### config.mk
export PLATFORM = sky130hd
export DESIGN_NAME = ndu_divide_unit
export DESIGN_NICKNAME = d
export VERILOG_FILES = /design/src/ndu_pkg.sv /design/src/ndu_div_step.sv /design/src/ndu_divide_unit.sv
export SDC_FILE = /design/constraint.sdc
export NUM_CORES = 1
export LEC_CHECK = 0
export ABC_AREA = 1
export BUFFER_PORTS_ARGS = -buffer_cell sky130_fd_sc_hd__buf_2
export CAP_MARGIN = 0
export CORE_UTILIZATION = 30
export DETAILED_ROUTE_END_ITERATION = 10
export GPL_TIMING_DRIVEN = 0
export MAX_ROUTING_LAYER = met4
export PLACE_DENSITY = 0.47
export SYNTH_ARGS = -nofsm -noshare
export SYNTH_HDL_FRONTEND = slang
export SYNTH_SLANG_ARGS = --single-unit
### constraint.sdc
create_clock -name aclk -period 10.4 [get_ports aclk]
set_input_delay 1.04 -clock aclk [delete_from_list [all_inputs] [get_ports aclk]]
set_output_delay 1.04 -clock aclk [all_outputs]
set_load 0.05 [all_outputs]
### src/ndu_pkg.sv
// Purpose: shared constants, function codes and decode helpers of the divide unit
// Assumes: 32-bit register words on the control bus, byte addressing
// Notes: register offsets are byte addresses of aligned words
package ndu_pkg;

  // arithmetic function field values issued by the microsequencer
  typedef enum logic [3:0] {
    fn_nop,
    fn_fast_div_pos,
    fn_fast_div_neg,
    fn_slow_div_pos,
    fn_slow_div_neg,
    fn_remainder_unshift,
    fn_dbl_div_add,
    fn_dbl_div_sub,
    fn_wb_add,
    fn_wb_sub,
    fn_multiply,
    fn_pass
  } ndu_func_type;

  // datapath and bus widths
  localparam int NDU_ACC_W = 32;
  localparam int NDU_ADDR_W = 8;
  localparam int NDU_DATA_W = 32;

  // register byte offsets
  localparam logic [NDU_ADDR_W-1:0] NDU_OFS_ACC_HIGH = 8'h00;
  localparam logic [NDU_ADDR_W-1:0] NDU_OFS_ACC_LOW = 8'h04;
  localparam logic [NDU_ADDR_W-1:0] NDU_OFS_FLAGS = 8'h08;
  localparam logic [NDU_ADDR_W-1:0] NDU_OFS_WRITE_BUS = 8'h0c;
  localparam logic [NDU_ADDR_W-1:0] NDU_OFS_FUNC = 8'h10;

  // bit positions inside the flags register
  localparam int NDU_FLG_NEXT_OP = 0;
  localparam int NDU_FLG_SHIFT_OUT = 1;
  localparam int NDU_FLG_LINK_CARRY = 2;
  localparam int NDU_FLG_LOOP = 3;
  localparam int NDU_FLG_STATE_CARRY = 4;

  // bit of the alu state latch that keeps the final carry
  localparam int NDU_ASL_CARRY_BIT = 1;

  // values after reset
  localparam logic NDU_RST_FLAG = 1'b0;
  localparam logic [1:0] NDU_RST_STATE_LATCH = 2'h0;
  localparam logic NDU_RST_READY = 1'b1;

  // bus responses
  localparam logic [1:0] NDU_RESP_OKAY = 2'h0;
  localparam logic [1:0] NDU_RESP_SLVERR = 2'h2;

  // one of the four looping divide functions
  function automatic logic ndu_is_loop_div(input ndu_func_type f);
    return (f == fn_fast_div_pos) || (f == fn_fast_div_neg) ||
           (f == fn_slow_div_pos) || (f == fn_slow_div_neg);
  endfunction

  // divisor treated as negative
  function automatic logic ndu_is_div_neg(input ndu_func_type f);
    return (f == fn_fast_div_neg) || (f == fn_slow_div_neg);
  endfunction

  // two iterations per microcycle
  function automatic logic ndu_is_fast(input ndu_func_type f);
    return (f == fn_fast_div_pos) || (f == fn_fast_div_neg);
  endfunction

  // functions under which the loop flag survives
  function automatic logic ndu_keeps_loop(input ndu_func_type f);
    return ndu_is_loop_div(f) || (f == fn_dbl_div_add) || (f == fn_dbl_div_sub) ||
           (f == fn_multiply) || (f == fn_wb_add) || (f == fn_wb_sub);
  endfunction

endpackage

### src/ndu_div_step.sv
// Purpose: one nonrestoring divide iteration on the partial remainder
// Assumes: mag is the divisor magnitude, tog_in high means subtract
// Notes: purely combinational, chained twice for the fast variant
`timescale 1ns/1ns
module ndu_div_step #(
  parameter int W = 32
) (
  input wire logic [W-1:0] d_in,
  input wire logic [W-1:0] q_in,
  input wire logic so_in,
  input wire logic tog_in,
  input wire logic [W-1:0] mag,
  output logic [W-1:0] d_out,
  output logic [W-1:0] q_out,
  output logic so_out,
  output logic carry_out
);

  logic [W+1:0] ext;
  logic [W+1:0] opnd;
  logic [W+1:0] sum;

  // partial remainder extended by the shift-out bit, add or subtract magnitude
  assign ext = {1'b0, so_in, d_in};
  assign opnd = tog_in ? {1'b0, ~{1'b0, mag}} : {2'b00, mag};
  assign sum = ext + opnd + {{(W+1){1'b0}}, tog_in};

  // carry out marks a non-negative result, i.e. a successful compare
  assign carry_out = sum[W+1];
  assign so_out = sum[W-1];
  assign d_out = {sum[W-2:0], q_in[W-1]}; // shift-in from quotient msb
  assign q_out = {q_in[W-2:0], sum[W+1]}; // new quotient bit

endmodule // ndu_div_step

### src/ndu_divide_unit.sv
// Purpose: divide part of the arithmetic unit, stepped by the microsequencer
// Assumes: one microcycle per aclk, function field and operand synchronous to aclk
// Notes: control bus writes wait until the function field is fn_nop
//
// The AXI4-Lite interface to the registers and the placing of the registers are this design's own decisions.
`timescale 1ns/1ns
module ndu_divide_unit
  import ndu_pkg::*;
#(
  parameter int ACC_W = NDU_ACC_W
) (
  input wire logic aclk,
  input wire logic aresetn,
  input wire ndu_func_type arith_function_field,
  input wire logic [ACC_W-1:0] operand_bus_r,
  output logic [ACC_W-1:0] accum_high,
  output logic [ACC_W-1:0] accum_low,
  output logic [ACC_W-1:0] write_bus,
  output logic next_op_flag,
  output logic shift_out_flag,
  output logic alu_link_carry,
  output logic loop_flag,
  output logic [1:0] alu_state_latch,
  input wire logic [NDU_ADDR_W-1:0] s_axi_awaddr,
  input wire logic s_axi_awvalid,
  output logic s_axi_awready,
  input wire logic [NDU_DATA_W-1:0] s_axi_wdata,
  input wire logic [3:0] s_axi_wstrb,
  input wire logic s_axi_wvalid,
  output logic s_axi_wready,
  output logic [1:0] s_axi_bresp,
  output logic s_axi_bvalid,
  input wire logic s_axi_bready,
  input wire logic [NDU_ADDR_W-1:0] s_axi_araddr,
  input wire logic s_axi_arvalid,
  output logic s_axi_arready,
  output logic [NDU_DATA_W-1:0] s_axi_rdata,
  output logic [1:0] s_axi_rresp,
  output logic s_axi_rvalid,
  input wire logic s_axi_rready
);

  // refuse widths the datapath or the 32-bit register words cannot hold
  generate
    if (ACC_W < 2 || ACC_W > NDU_DATA_W) begin : g_bad_width
      $error("ndu_divide_unit: ACC_W must lie between 2 and 32");
    end
  endgenerate

  // byte-lane merge of a register word
  function automatic logic [NDU_DATA_W-1:0] ndu_merge(
    input logic [NDU_DATA_W-1:0] old_val,
    input logic [NDU_DATA_W-1:0] new_val,
    input logic [3:0] strb
  );
    logic [NDU_DATA_W-1:0] res;
    res = old_val;
    for (int b = 0; b < 4; b++) begin
      if (strb[b]) begin
        res[b*8 +: 8] = new_val[b*8 +: 8];
      end
    end
    return res;
  endfunction

  // datapath state
  logic [ACC_W-1:0] acc_high_r, acc_high_nxt;
  logic [ACC_W-1:0] acc_low_r, acc_low_nxt;
  logic [ACC_W-1:0] write_bus_r, write_bus_nxt;
  logic tog_r, tog_nxt;
  logic so_r, so_nxt;
  logic alu_link_carry_r, alu_link_carry_nxt;
  logic loop_r, loop_nxt;
  logic state_carry_r, state_carry_nxt;

  // bus slave state
  logic awready_r, wready_r, bvalid_r, arready_r, rvalid_r;
  logic [1:0] bresp_r, rresp_r;
  logic [NDU_ADDR_W-1:0] aw_addr_r, ar_addr_r;
  logic [NDU_DATA_W-1:0] w_data_r, rdata_r;
  logic [3:0] w_strb_r;
  logic aw_held_r, w_held_r, ar_held_r;

  // function decode
  wire ndu_func_type fn = arith_function_field;
  wire div_sel = ndu_is_loop_div(fn);
  wire div_neg = ndu_is_div_neg(fn);
  wire setup = div_sel & ~loop_r;
  wire two_iter = div_sel & ~setup & ndu_is_fast(fn);

  // divisor magnitude; the sign came from the function chosen by the sequencer
  wire [ACC_W-1:0] div_mag = div_neg ? (~operand_bus_r + {{(ACC_W-1){1'b0}}, 1'b1})
                                     : operand_bus_r;

  // iteration chain, stage 0 feeds stage 1
  logic [ACC_W-1:0] st_d [0:2];
  logic [ACC_W-1:0] st_q [0:2];
  logic st_so [0:2];
  logic st_tog [0:2];

  // set-up forces a compare, i.e. subtract the magnitude from a clean top
  assign st_d[0] = acc_high_r;
  assign st_q[0] = acc_low_r;
  assign st_so[0] = setup ? 1'b0 : so_r;
  assign st_tog[0] = setup ? 1'b1 : tog_r;

  // both variants run the same iteration, only the count per cycle differs
  genvar g;
  generate
    for (g = 0; g < 2; g++) begin : g_step
      ndu_div_step #(
        .W(ACC_W)
      ) u_step (
        .d_in(st_d[g]),
        .q_in(st_q[g]),
        .so_in(st_so[g]),
        .tog_in(st_tog[g]),
        .mag(div_mag),
        .d_out(st_d[g+1]),
        .q_out(st_q[g+1]),
        .so_out(st_so[g+1]),
        .carry_out(st_tog[g+1])
      );
    end
  endgenerate

  // selected iteration result
  wire [ACC_W-1:0] it_d = two_iter ? st_d[2] : st_d[1];
  wire [ACC_W-1:0] it_q = two_iter ? st_q[2] : st_q[1];
  wire it_so = two_iter ? st_so[2] : st_so[1];
  wire it_carry = two_iter ? st_tog[2] : st_tog[1];

  // remainder unshift: accum_high minus operand, which the sequencer holds at zero
  wire [ACC_W-1:0] rem_alu = acc_high_r - operand_bus_r;
  wire [ACC_W-1:0] rem_d = {so_r, rem_alu[ACC_W-1:1]};

  // double precision step: add or subtract operand and link carry
  wire dbl_sub = (fn == fn_dbl_div_sub);
  wire [ACC_W:0] dbl_sum = dbl_sub ?
      ({1'b0, acc_high_r} + {1'b0, ~operand_bus_r} + {{ACC_W{1'b0}}, ~alu_link_carry_r}) :
      ({1'b0, acc_high_r} + {1'b0, operand_bus_r} + {{ACC_W{1'b0}}, alu_link_carry_r});
  wire [ACC_W-1:0] dbl_d = {dbl_sum[ACC_W-2:0], alu_link_carry_r};
  wire [ACC_W-1:0] dbl_q = {acc_low_r[ACC_W-2:0], dbl_sum[ACC_W]};

  // write-bus alu functions used for remainder restore
  wire [ACC_W-1:0] wb_sum = (fn == fn_wb_sub) ? (acc_high_r - operand_bus_r)
                                              : (acc_high_r + operand_bus_r);

  // bus write decode; a write lands only while the datapath is idle
  wire fn_idle = (fn == fn_nop);
  wire do_write = aw_held_r & w_held_r & ~bvalid_r & fn_idle;
  wire wr_high = (aw_addr_r[NDU_ADDR_W-1:2] == NDU_OFS_ACC_HIGH[NDU_ADDR_W-1:2]);
  wire wr_low = (aw_addr_r[NDU_ADDR_W-1:2] == NDU_OFS_ACC_LOW[NDU_ADDR_W-1:2]);
  wire wr_flags = (aw_addr_r[NDU_ADDR_W-1:2] == NDU_OFS_FLAGS[NDU_ADDR_W-1:2]);
  wire wr_ro = (aw_addr_r[NDU_ADDR_W-1:2] == NDU_OFS_WRITE_BUS[NDU_ADDR_W-1:2]) ||
               (aw_addr_r[NDU_ADDR_W-1:2] == NDU_OFS_FUNC[NDU_ADDR_W-1:2]);
  wire wr_hit = wr_high | wr_low | wr_flags | wr_ro;

  // current register words as seen by the bus
  wire [NDU_DATA_W-1:0] flags_word = NDU_DATA_W'({state_carry_r, loop_r, alu_link_carry_r, so_r, tog_r});
  wire [NDU_DATA_W-1:0] high_word = NDU_DATA_W'(acc_high_r);
  wire [NDU_DATA_W-1:0] low_word = NDU_DATA_W'(acc_low_r);
  wire [NDU_DATA_W-1:0] write_bus_word = NDU_DATA_W'(write_bus_r);
  wire [NDU_DATA_W-1:0] func_word = NDU_DATA_W'(fn);
  wire [NDU_DATA_W-1:0] high_merge = ndu_merge(high_word, w_data_r, w_strb_r);
  wire [NDU_DATA_W-1:0] low_merge = ndu_merge(low_word, w_data_r, w_strb_r);
  wire [NDU_DATA_W-1:0] flags_merge = ndu_merge(flags_word, w_data_r, w_strb_r);

  // datapath next state per function
  always_comb begin
    acc_high_nxt = acc_high_r;
    acc_low_nxt = acc_low_r;
    write_bus_nxt = write_bus_r;
    tog_nxt = tog_r;
    so_nxt = so_r;
    alu_link_carry_nxt = alu_link_carry_r;
    state_carry_nxt = state_carry_r;
    // only functions outside the loop group clear the loop flag
    loop_nxt = ndu_keeps_loop(fn) ? loop_r : 1'b0;
    case (fn)
      // flow lasts while a divide function stays selected
      fn_fast_div_pos, fn_fast_div_neg, fn_slow_div_pos, fn_slow_div_neg: begin
        // shifted left, quotient bit into accum_low
        acc_high_nxt = it_d;
        acc_low_nxt = it_q;
        so_nxt = it_so;
        // result kept for the next iteration
        tog_nxt = it_carry;
        // last carry stays in the state latch
        state_carry_nxt = it_carry;
        if (setup) begin
          loop_nxt = 1'b1;
        end
      end
      fn_remainder_unshift: begin
        acc_high_nxt = rem_d;
        so_nxt = rem_alu[0];
      end
      fn_dbl_div_add, fn_dbl_div_sub: begin
        acc_high_nxt = dbl_d;
        acc_low_nxt = dbl_q;
        write_bus_nxt = dbl_d;
        alu_link_carry_nxt = alu_link_carry_r;
        so_nxt = so_r;
      end
      fn_wb_add, fn_wb_sub: begin
        // restore leaves remainder magnitude in accum_high
        acc_high_nxt = wb_sum;
        write_bus_nxt = wb_sum;
      end
      default: begin
        // idle or unsupported: hold, bus writes may land
        if (do_write && wr_high) begin
          acc_high_nxt = high_merge[ACC_W-1:0];
        end
        if (do_write && wr_low) begin
          acc_low_nxt = low_merge[ACC_W-1:0];
        end
        if (do_write && wr_flags) begin
          tog_nxt = flags_merge[NDU_FLG_NEXT_OP];
          so_nxt = flags_merge[NDU_FLG_SHIFT_OUT];
          alu_link_carry_nxt = flags_merge[NDU_FLG_LINK_CARRY];
          state_carry_nxt = flags_merge[NDU_FLG_STATE_CARRY];
        end
      end
    endcase
  end

  // datapath registers
  always_ff @(posedge aclk) begin
    if (!aresetn) begin
      acc_high_r <= '0;
      acc_low_r <= '0;
      write_bus_r <= '0;
      tog_r <= NDU_RST_FLAG;
      so_r <= NDU_RST_FLAG;
      alu_link_carry_r <= NDU_RST_FLAG;
      loop_r <= NDU_RST_FLAG;
      state_carry_r <= NDU_RST_FLAG;
    end else begin
      acc_high_r <= acc_high_nxt;
      acc_low_r <= acc_low_nxt;
      write_bus_r <= write_bus_nxt;
      tog_r <= tog_nxt;
      so_r <= so_nxt;
      alu_link_carry_r <= alu_link_carry_nxt;
      loop_r <= loop_nxt;
      state_carry_r <= state_carry_nxt;
    end
  end

  // write address and data channels, taken in either order
  always_ff @(posedge aclk) begin
    if (!aresetn) begin
      awready_r <= NDU_RST_READY;
      wready_r <= NDU_RST_READY;
      aw_held_r <= 1'b0;
      w_held_r <= 1'b0;
      aw_addr_r <= '0;
      w_data_r <= '0;
      w_strb_r <= '0;
    end else if (do_write) begin
      awready_r <= 1'b1;
      wready_r <= 1'b1;
      aw_held_r <= 1'b0;
      w_held_r <= 1'b0;
    end else begin
      if (s_axi_awvalid && awready_r) begin
        aw_addr_r <= s_axi_awaddr;
        aw_held_r <= 1'b1;
        awready_r <= 1'b0;
      end
      if (s_axi_wvalid && wready_r) begin
        w_data_r <= s_axi_wdata;
        w_strb_r <= s_axi_wstrb;
        w_held_r <= 1'b1;
        wready_r <= 1'b0;
      end
    end
  end

  // write response, unmapped addresses answer slave error
  always_ff @(posedge aclk) begin
    if (!aresetn) begin
      bvalid_r <= 1'b0;
      bresp_r <= NDU_RESP_OKAY;
    end else if (do_write) begin
      bvalid_r <= 1'b1;
      bresp_r <= wr_hit ? NDU_RESP_OKAY : NDU_RESP_SLVERR;
    end else if (s_axi_bready && bvalid_r) begin
      bvalid_r <= 1'b0;
    end
  end

  // read decode
  wire [NDU_ADDR_W-3:0] rd_idx = ar_addr_r[NDU_ADDR_W-1:2];
  wire rd_high = (rd_idx == NDU_OFS_ACC_HIGH[NDU_ADDR_W-1:2]);
  wire rd_low = (rd_idx == NDU_OFS_ACC_LOW[NDU_ADDR_W-1:2]);
  wire rd_flags = (rd_idx == NDU_OFS_FLAGS[NDU_ADDR_W-1:2]);
  wire rd_write_bus = (rd_idx == NDU_OFS_WRITE_BUS[NDU_ADDR_W-1:2]);
  wire rd_func = (rd_idx == NDU_OFS_FUNC[NDU_ADDR_W-1:2]);
  wire rd_hit = rd_high | rd_low | rd_flags | rd_write_bus | rd_func;
  wire [NDU_DATA_W-1:0] rd_word = rd_high ? high_word :
                                  rd_low ? low_word :
                                  rd_flags ? flags_word :
                                  rd_write_bus ? write_bus_word :
                                  rd_func ? func_word : '0;

  // read channel: address taken, data one cycle later
  always_ff @(posedge aclk) begin
    if (!aresetn) begin
      arready_r <= NDU_RST_READY;
      ar_held_r <= 1'b0;
      ar_addr_r <= '0;
      rvalid_r <= 1'b0;
      rdata_r <= '0;
      rresp_r <= NDU_RESP_OKAY;
    end else if (ar_held_r) begin
      ar_held_r <= 1'b0;
      rvalid_r <= 1'b1;
      rdata_r <= rd_word;
      rresp_r <= rd_hit ? NDU_RESP_OKAY : NDU_RESP_SLVERR;
    end else if (rvalid_r) begin
      if (s_axi_rready) begin
        rvalid_r <= 1'b0;
        arready_r <= 1'b1;
      end
    end else if (s_axi_arvalid && arready_r) begin
      ar_addr_r <= s_axi_araddr;
      ar_held_r <= 1'b1;
      arready_r <= 1'b0;
    end
  end

  // outputs straight from registers, except alu_state_latch bit 0, tied to its reset value
  assign accum_high = acc_high_r;
  assign accum_low = acc_low_r;
  assign write_bus = write_bus_r;
  assign next_op_flag = tog_r;
  assign shift_out_flag = so_r;
  assign alu_link_carry = alu_link_carry_r;
  assign loop_flag = loop_r;
  assign alu_state_latch = {state_carry_r, NDU_RST_STATE_LATCH[0]};
  assign s_axi_awready = awready_r;
  assign s_axi_wready = wready_r;
  assign s_axi_bvalid = bvalid_r;
  assign s_axi_bresp = bresp_r;
  assign s_axi_arready = arready_r;
  assign s_axi_rvalid = rvalid_r;
  assign s_axi_rdata = rdata_r;
  assign s_axi_rresp = rresp_r;

endmodule // ndu_divide_unit

# ---- Word-level counts from Yosys, hierarchy flattened
# Index checks and enable logic that the tools add are counted.
dict set report word_totals {
  regBits 197
  input_bits 95
  out_inout_bits 143
  elab_cells 193
}
dict set report classes {
  add_sub_neg 11
  n_eq_ne 19
  n_mux 46
  n_bitwise 27
  reduce_logical 61
}
# operator count
set op_table {}
lappend op_table {{two-way mux 32 bit} 10}
lappend op_table {{one-hot mux 32 bit (4 select lines)} 1}
lappend op_table {{two-way mux 33 bit} 3}
lappend op_table {{one-hot mux 32 bit (3 select lines)} 1}
lappend op_table {{adder 33 x 34 -> 34 bit} 2}
lappend op_table {{adder 34 x 1 -> 34 bit} 2}
lappend op_table {{adder 32 x 32 -> 33 bit} 2}
lappend op_table {{adder 33 x 1 -> 33 bit} 2}
lappend op_table {{one-hot mux 32 bit (2 select lines)} 1}
lappend op_table {{NOT 32 -> 33 bit} 1}
lappend op_table {{adder 32 x 1 -> 32 bit (second input constant)} 1}
lappend op_table {{adder 32 bit} 1}
lappend op_table {{two-way mux 8 bit} 4}
lappend op_table {{NOT 32 bit} 1}
lappend op_table {{subtractor 32 bit} 1}
lappend op_table {{AND reduction 3 bit} 9}
lappend op_table {{nonzero test 5 bit} 5}
lappend op_table {{equality test 6 x 2 -> 1 bit (second input constant)} 4}
lappend op_table {{nonzero test 3 bit} 7}
lappend op_table {{two-way mux 1 bit} 19}
lappend op_table {{equality test 4 x 3 -> 1 bit (second input constant)} 4}
lappend op_table {{equality test 4 bit (second input constant)} 3}
lappend op_table {{equality test 6 x 1 -> 1 bit (second input constant)} 2}
lappend op_table {{equality test 6 x 3 -> 1 bit (second input constant)} 2}
lappend op_table {{other kinds (22)} 76}

# ---- Logic depth before layout (Yosys ltp)
dict set report depth {
  ltp_word 14
  mapped_depth 45
  depth_no_buf 43
}

# ---- Modules after synthesis
# From an unflattened synthesis, not the netlist that was laid out.
dict set report hier_totals {
  hier_cells 4025
  hier_area_um2 23130.9
}
# module n_inst cells_per_inst area_per_inst_um2 seq_area_each_um2
set by_module_without_submodules {}
lappend by_module_without_submodules {ndu_divide_unit 1 3029 17659.4 3823.7}
lappend by_module_without_submodules {{ndu_div_step (g_step[1].u_step)} 1 498 2746.4 0.0}
lappend by_module_without_submodules {{ndu_div_step (g_step[0].u_step)} 1 498 2725.1 0.0}

# ---- Worst setup path after synthesis
# No wires, ideal clock.
dict set report synth_timing {
  path_kind {input to register}
  startpoint {in operand_bus_r[1]}
  endpoint {reg acc_high_r[19] (netlist: accum_high[19])}
  setup_ns 0.109
  arrival_time_ns 6.320
  t_required_ns 10.291
  setup_slack_ns 3.971
  path_stages 43
  n_path_buf 2
  cell_sequence {inv_1 -> ha_1 -> inv_1 -> nor3_2 -> nand2_2 -> nor3_4 -> nand3_2 -> nor3_2 -> nand2_2 -> nor3_4 -> nand2_2 -> o31ai_4 -> xor2_2 -> xnor2_1 -> ha_1 -> nand2_1 -> inv_1 -> nand2_1 -> [... 7 more ...] -> buf_4 -> xor2_1 -> fa_1 -> nand3_1 -> nand2_1 -> nand2_1 -> o21ai_1 -> a21oi_1 -> inv_1 -> a21oi_1 -> xor2_1 -> nand2_1 -> o211ai_1 -> o21ai_0 -> nor2_1 -> nand3_1 -> nand2_1 -> inv_1}
}
dict set report synth_between {
  elab_chain_cells 12
  elab_cells_between_ends 20
  cone_classes {add/sub (11); mux (7); bitwise (2)}
}
# element line_no
set synth_lines {}
lappend synth_lines {{start: declaration} ndu_divide_unit.sv:15} ;# input wire logic [ACC_W-1:0] operand_bus_r,
lappend synth_lines {{NOT 32 bit} {ndu_divide_unit.sv:92, ndu_divide_unit.sv:140}}
lappend synth_lines {{adder 32 x 1 -> 32 bit} ndu_divide_unit.sv:92} ;# wire [ACC_W-1:0] div_mag = div_neg ? (~operand_bus_r + {{(ACC_W-1){1'b0}}, 1'b1})
lappend synth_lines {{two-way mux 32 bit} ndu_divide_unit.sv:92}
lappend synth_lines {{NOT 32 -> 33 bit} ndu_div_step.sv:25} ;# assign opnd = tog_in ? {1'b0, ~{1'b0, mag}} : {2'b00, mag};
lappend synth_lines {{two-way mux 33 bit} ndu_div_step.sv:25}
lappend synth_lines {{adder 33 x 34 -> 34 bit} ndu_div_step.sv:26} ;# assign sum = ext + opnd + {{(W+1){1'b0}}, tog_in};
lappend synth_lines {{adder 34 x 1 -> 34 bit} ndu_div_step.sv:26}
lappend synth_lines {{two-way mux 33 bit} ndu_div_step.sv:25}
lappend synth_lines {{adder 33 x 34 -> 34 bit} ndu_div_step.sv:26}
lappend synth_lines {{adder 34 x 1 -> 34 bit} ndu_div_step.sv:26}
lappend synth_lines {{two-way mux 32 bit} ndu_divide_unit.sv:128} ;# wire [ACC_W-1:0] it_d = two_iter ? st_d[2] : st_d[1];
lappend synth_lines {{one-hot mux 32 bit (4 select lines) (*)} ndu_divide_unit.sv:180} ;# case (fn)
lappend synth_lines {{end signal: assignment} ndu_divide_unit.sv:241} ;# acc_high_r <= acc_high_nxt;
lappend synth_lines {{end: declaration} ndu_divide_unit.sv:67} ;# logic [ACC_W-1:0] acc_high_r, acc_high_nxt;
# Every way passes the cells marked *; elsewhere a longest branch is shown, timed or not.
# A chain may end at the register's enable or synchronous reset.

# ---- Final worst setup path
dict set report layout_timing {
  startpoint {in operand_bus_r[1]}
  endpoint {reg acc_high_r[21] (netlist: accum_high[21])}
}
# The elaborated chain is that of the path after synthesis.

==> reports/qor.yml <==
status: "finished, final reports clean"
hold_ws_ns: 0.471
wl_per_cell_um: 26.6
ant_nets: 0
cap_viol_max_count: 0
cts_buffer_depth: 2
synth.distinct_cells: 62
seqPwrFrac: 0.223
period_needed_ns: 8.39
num_rows: 94
grt_max_degree: 20
overflow: 0
ctsHtreeMaxLevel: 4
clock_power_share: 0.158
ir_drop_v: 0.000136
ios: 238
multi_input_area_um2: 14000
crit_start: "operand_bus_r[1]"
synth_largest_area_cell: "dfxtp_1"
cts.sink_count: 191
root_buffer: "clkbuf_16"
synth_edf_count: 0
final_layout_size_suffix_gt1_frac: 0.0991
drv_slew: 0
vias_per_cell: 5.56
dieArea_um2: 67700
synth-seq-cells: 191
finalSetupTns_ns: 0
syn_inst: 3310
grt_pass1_wl_um: 164000
drc: 0
fp.dieW_um: 260
place_hpwl_um: 99300
final_common_cell: "nand2_1"
swShare: 0.561
track_usage: 0.350
slew_headroom: 0.125
hold_start: "s_axi_rdata[4]"
synth_top_area_frac: 0.191
syn_area_um2: 20000
clock_skew_ns: 0.0131
crit_fanout: 10
area_growth_pct: 14.1
postCtsHoldBufs: 0
synth_seq_area_share: 0.191
powerDensity_nw_per_um2: 186
antenna_found_initial: 4
cp-end-kind: "register"
syn_area_per_cell_um2: 6.05
final_core_util: 0.347
min_path_type: "reg -> reg"
async_flop_share: 0
post-route-period-util: 0.806
p_sw_w: 0.00238
critical-path-slowest-cell: "ha_1"
mostFrequentLayoutCells: "nand2_1, inv_1, nor2_1"
p_total_w: 0.00424
register_area_um2: 3820
clk_pin_slew_ns: 0.07
drt_pass1_iterations: 7
insertion_delay_ns: 0.47
cts_made_buffers: 17
worstPathArrival_ns: 8.75
wl_um: 118000
first_iter_violations: 2851
crit_path_start_kind: "input pin"
synth_flop_cell: "dfxtp_1"
comb_power_share: 0.619
finalHoldViolCount: 0
worstPathRequired_ns: 10.76
yosys-top-cells-area: "dfxtp_1, nand2_1, o21ai_0, a21oi_1, ha_1"
timing.rr.start: "loop_flag"
p_leak_nw: 10.9
grt_pass1_vias: 22600
final_net_count: 3793
cts_tree: "done"
slowest_delay_ns: 0.45
setup_violations: 0
worstMarginPinSlew_ns: 1.30
power.internal_w: 0.00186
initial_utilization: 0.304
fin_cells: 4444
yosysWarningCount: 0
gp_congestion: 1.03
cts_setup_buffers: 0
crit_top_cell: "nand2_1"
core-area_um2: 65900
final.fill_count: 7590
num_vias: 24700
dieHeight_um: 260
rsz0062_at_grt: "no"
path_class: "in -> reg"
fmax_mhz: 119
ctsResizeCount: 0
placed_cells: 4404
portBuffers: 228
[power groups by stage]
stage	registers, W	clock network [W]	logic (W)
after floorplan	0.00104	0	0.00158
after global routing	0.000945	0.000698	0.00285
final	0.000947	0.000669	0.00263
after global placement	0.000958	0	0.00256
after CTS	0.000939	0.000671	0.00256
after detailed placement	0.000955	0	0.00254
[layer usage]
layer  vias to the layer above  global-route usage  part of all wire  wire length [um]
met5                         -                   -                 0                 0
met4                         0               0.141             0.043              5030
met3                       196              0.0534             0.086             10200
met2                      1282               0.519              0.43             50400
met1                     11700               0.471              0.44             52500
li1                      11500                   -                 -                 -
[kinds of logic (layout without fill, tap and decap cells)]
group,after synthesis,count (layout),synth area share
compound gates,950,950,0.267
buf+inv,568,828,0.109
xor+xnor,168,168,0.0743
fa+ha+maj,139,139,0.0899
other cells,1,11,0.000187
flops,191,191,0.191
mux,1,1,0.000500
simple gates,1292,1292,0.268
[path summary, 6_finish.rpt]
path         cells after the start  slack, ns              to
max                             44       2.01  accum_high[21]
min                              2       0.47  s_axi_rdata[4]
max reg2reg                     36       3.18  accum_high[21]
min reg2reg                      2       0.47  s_axi_rdata[4]
[cell type report]
cell class / count / share of cell area
Clock inverter: 14 / 0.00619
Clock buffer: 18 / 0.0188
Tap cell: 864 / 0.0473
Antenna cell: 8 / 0.000877
Sequential cell: 191 / 0.167
Timing Repair Buffer: 228 / 0.0500
Multi-Input combinational cell: 2553 / 0.614
Inverter: 442 / 0.0727
Buffer: 126 / 0.0232
[sequential cells by signal, indices dropped and copies added, names as in the netlist]
name	flops
accum_high	32
accum_low	32
s_axi_rdata	32
w_data_r	32
write_bus	32
ar_addr_r	6
aw_addr_r	6
w_strb_r	4
alu_link_carry	1
ar_held_r	1
aw_held_r	1
loop_flag	1
next_op_flag	1
s_axi_arready	1
s_axi_awready	1
s_axi_bresp	1
s_axi_bvalid	1
s_axi_rresp	1
s_axi_rvalid	1
s_axi_wready	1
shift_out_flag	1
state_carry_r	1
w_held_r	1
[synthesized netlist by cell type (all sizes together) (18+ instances only)]
master	number
nand4	27
o21a	21
nor3	30
xnor2	25
o21bai	20
buf	42
inv	439
ha	131
a22oi	56
o211ai	24
dfxtp	191
nand3	146
a21oi	340
a31oi	43
clkbuf	84
nor2	379
xor2	143
a21o	18
o21ai	371
nand2	670
[worst max-delay path: cells and delay by family]
family                   cells  cell delay, ns
XOR/XNOR                     3            0.85
adder cells (fa/ha/maj)      3            0.96
buffers and inverters       10            1.60
AO/OA/AOI/OAI                6            1.41
AND/OR/NAND/NOR             22            2.83
[metrics by stage]
step                      setup WS, ns  instance area [um2]
after floorplan                   3.97                20000
after global placement            1.41                22200
after detailed placement          1.66                22200
after CTS                         2.14                22800
after global routing              1.41                22800
final                             2.01                22800
(Power assumes the default switching activity.)
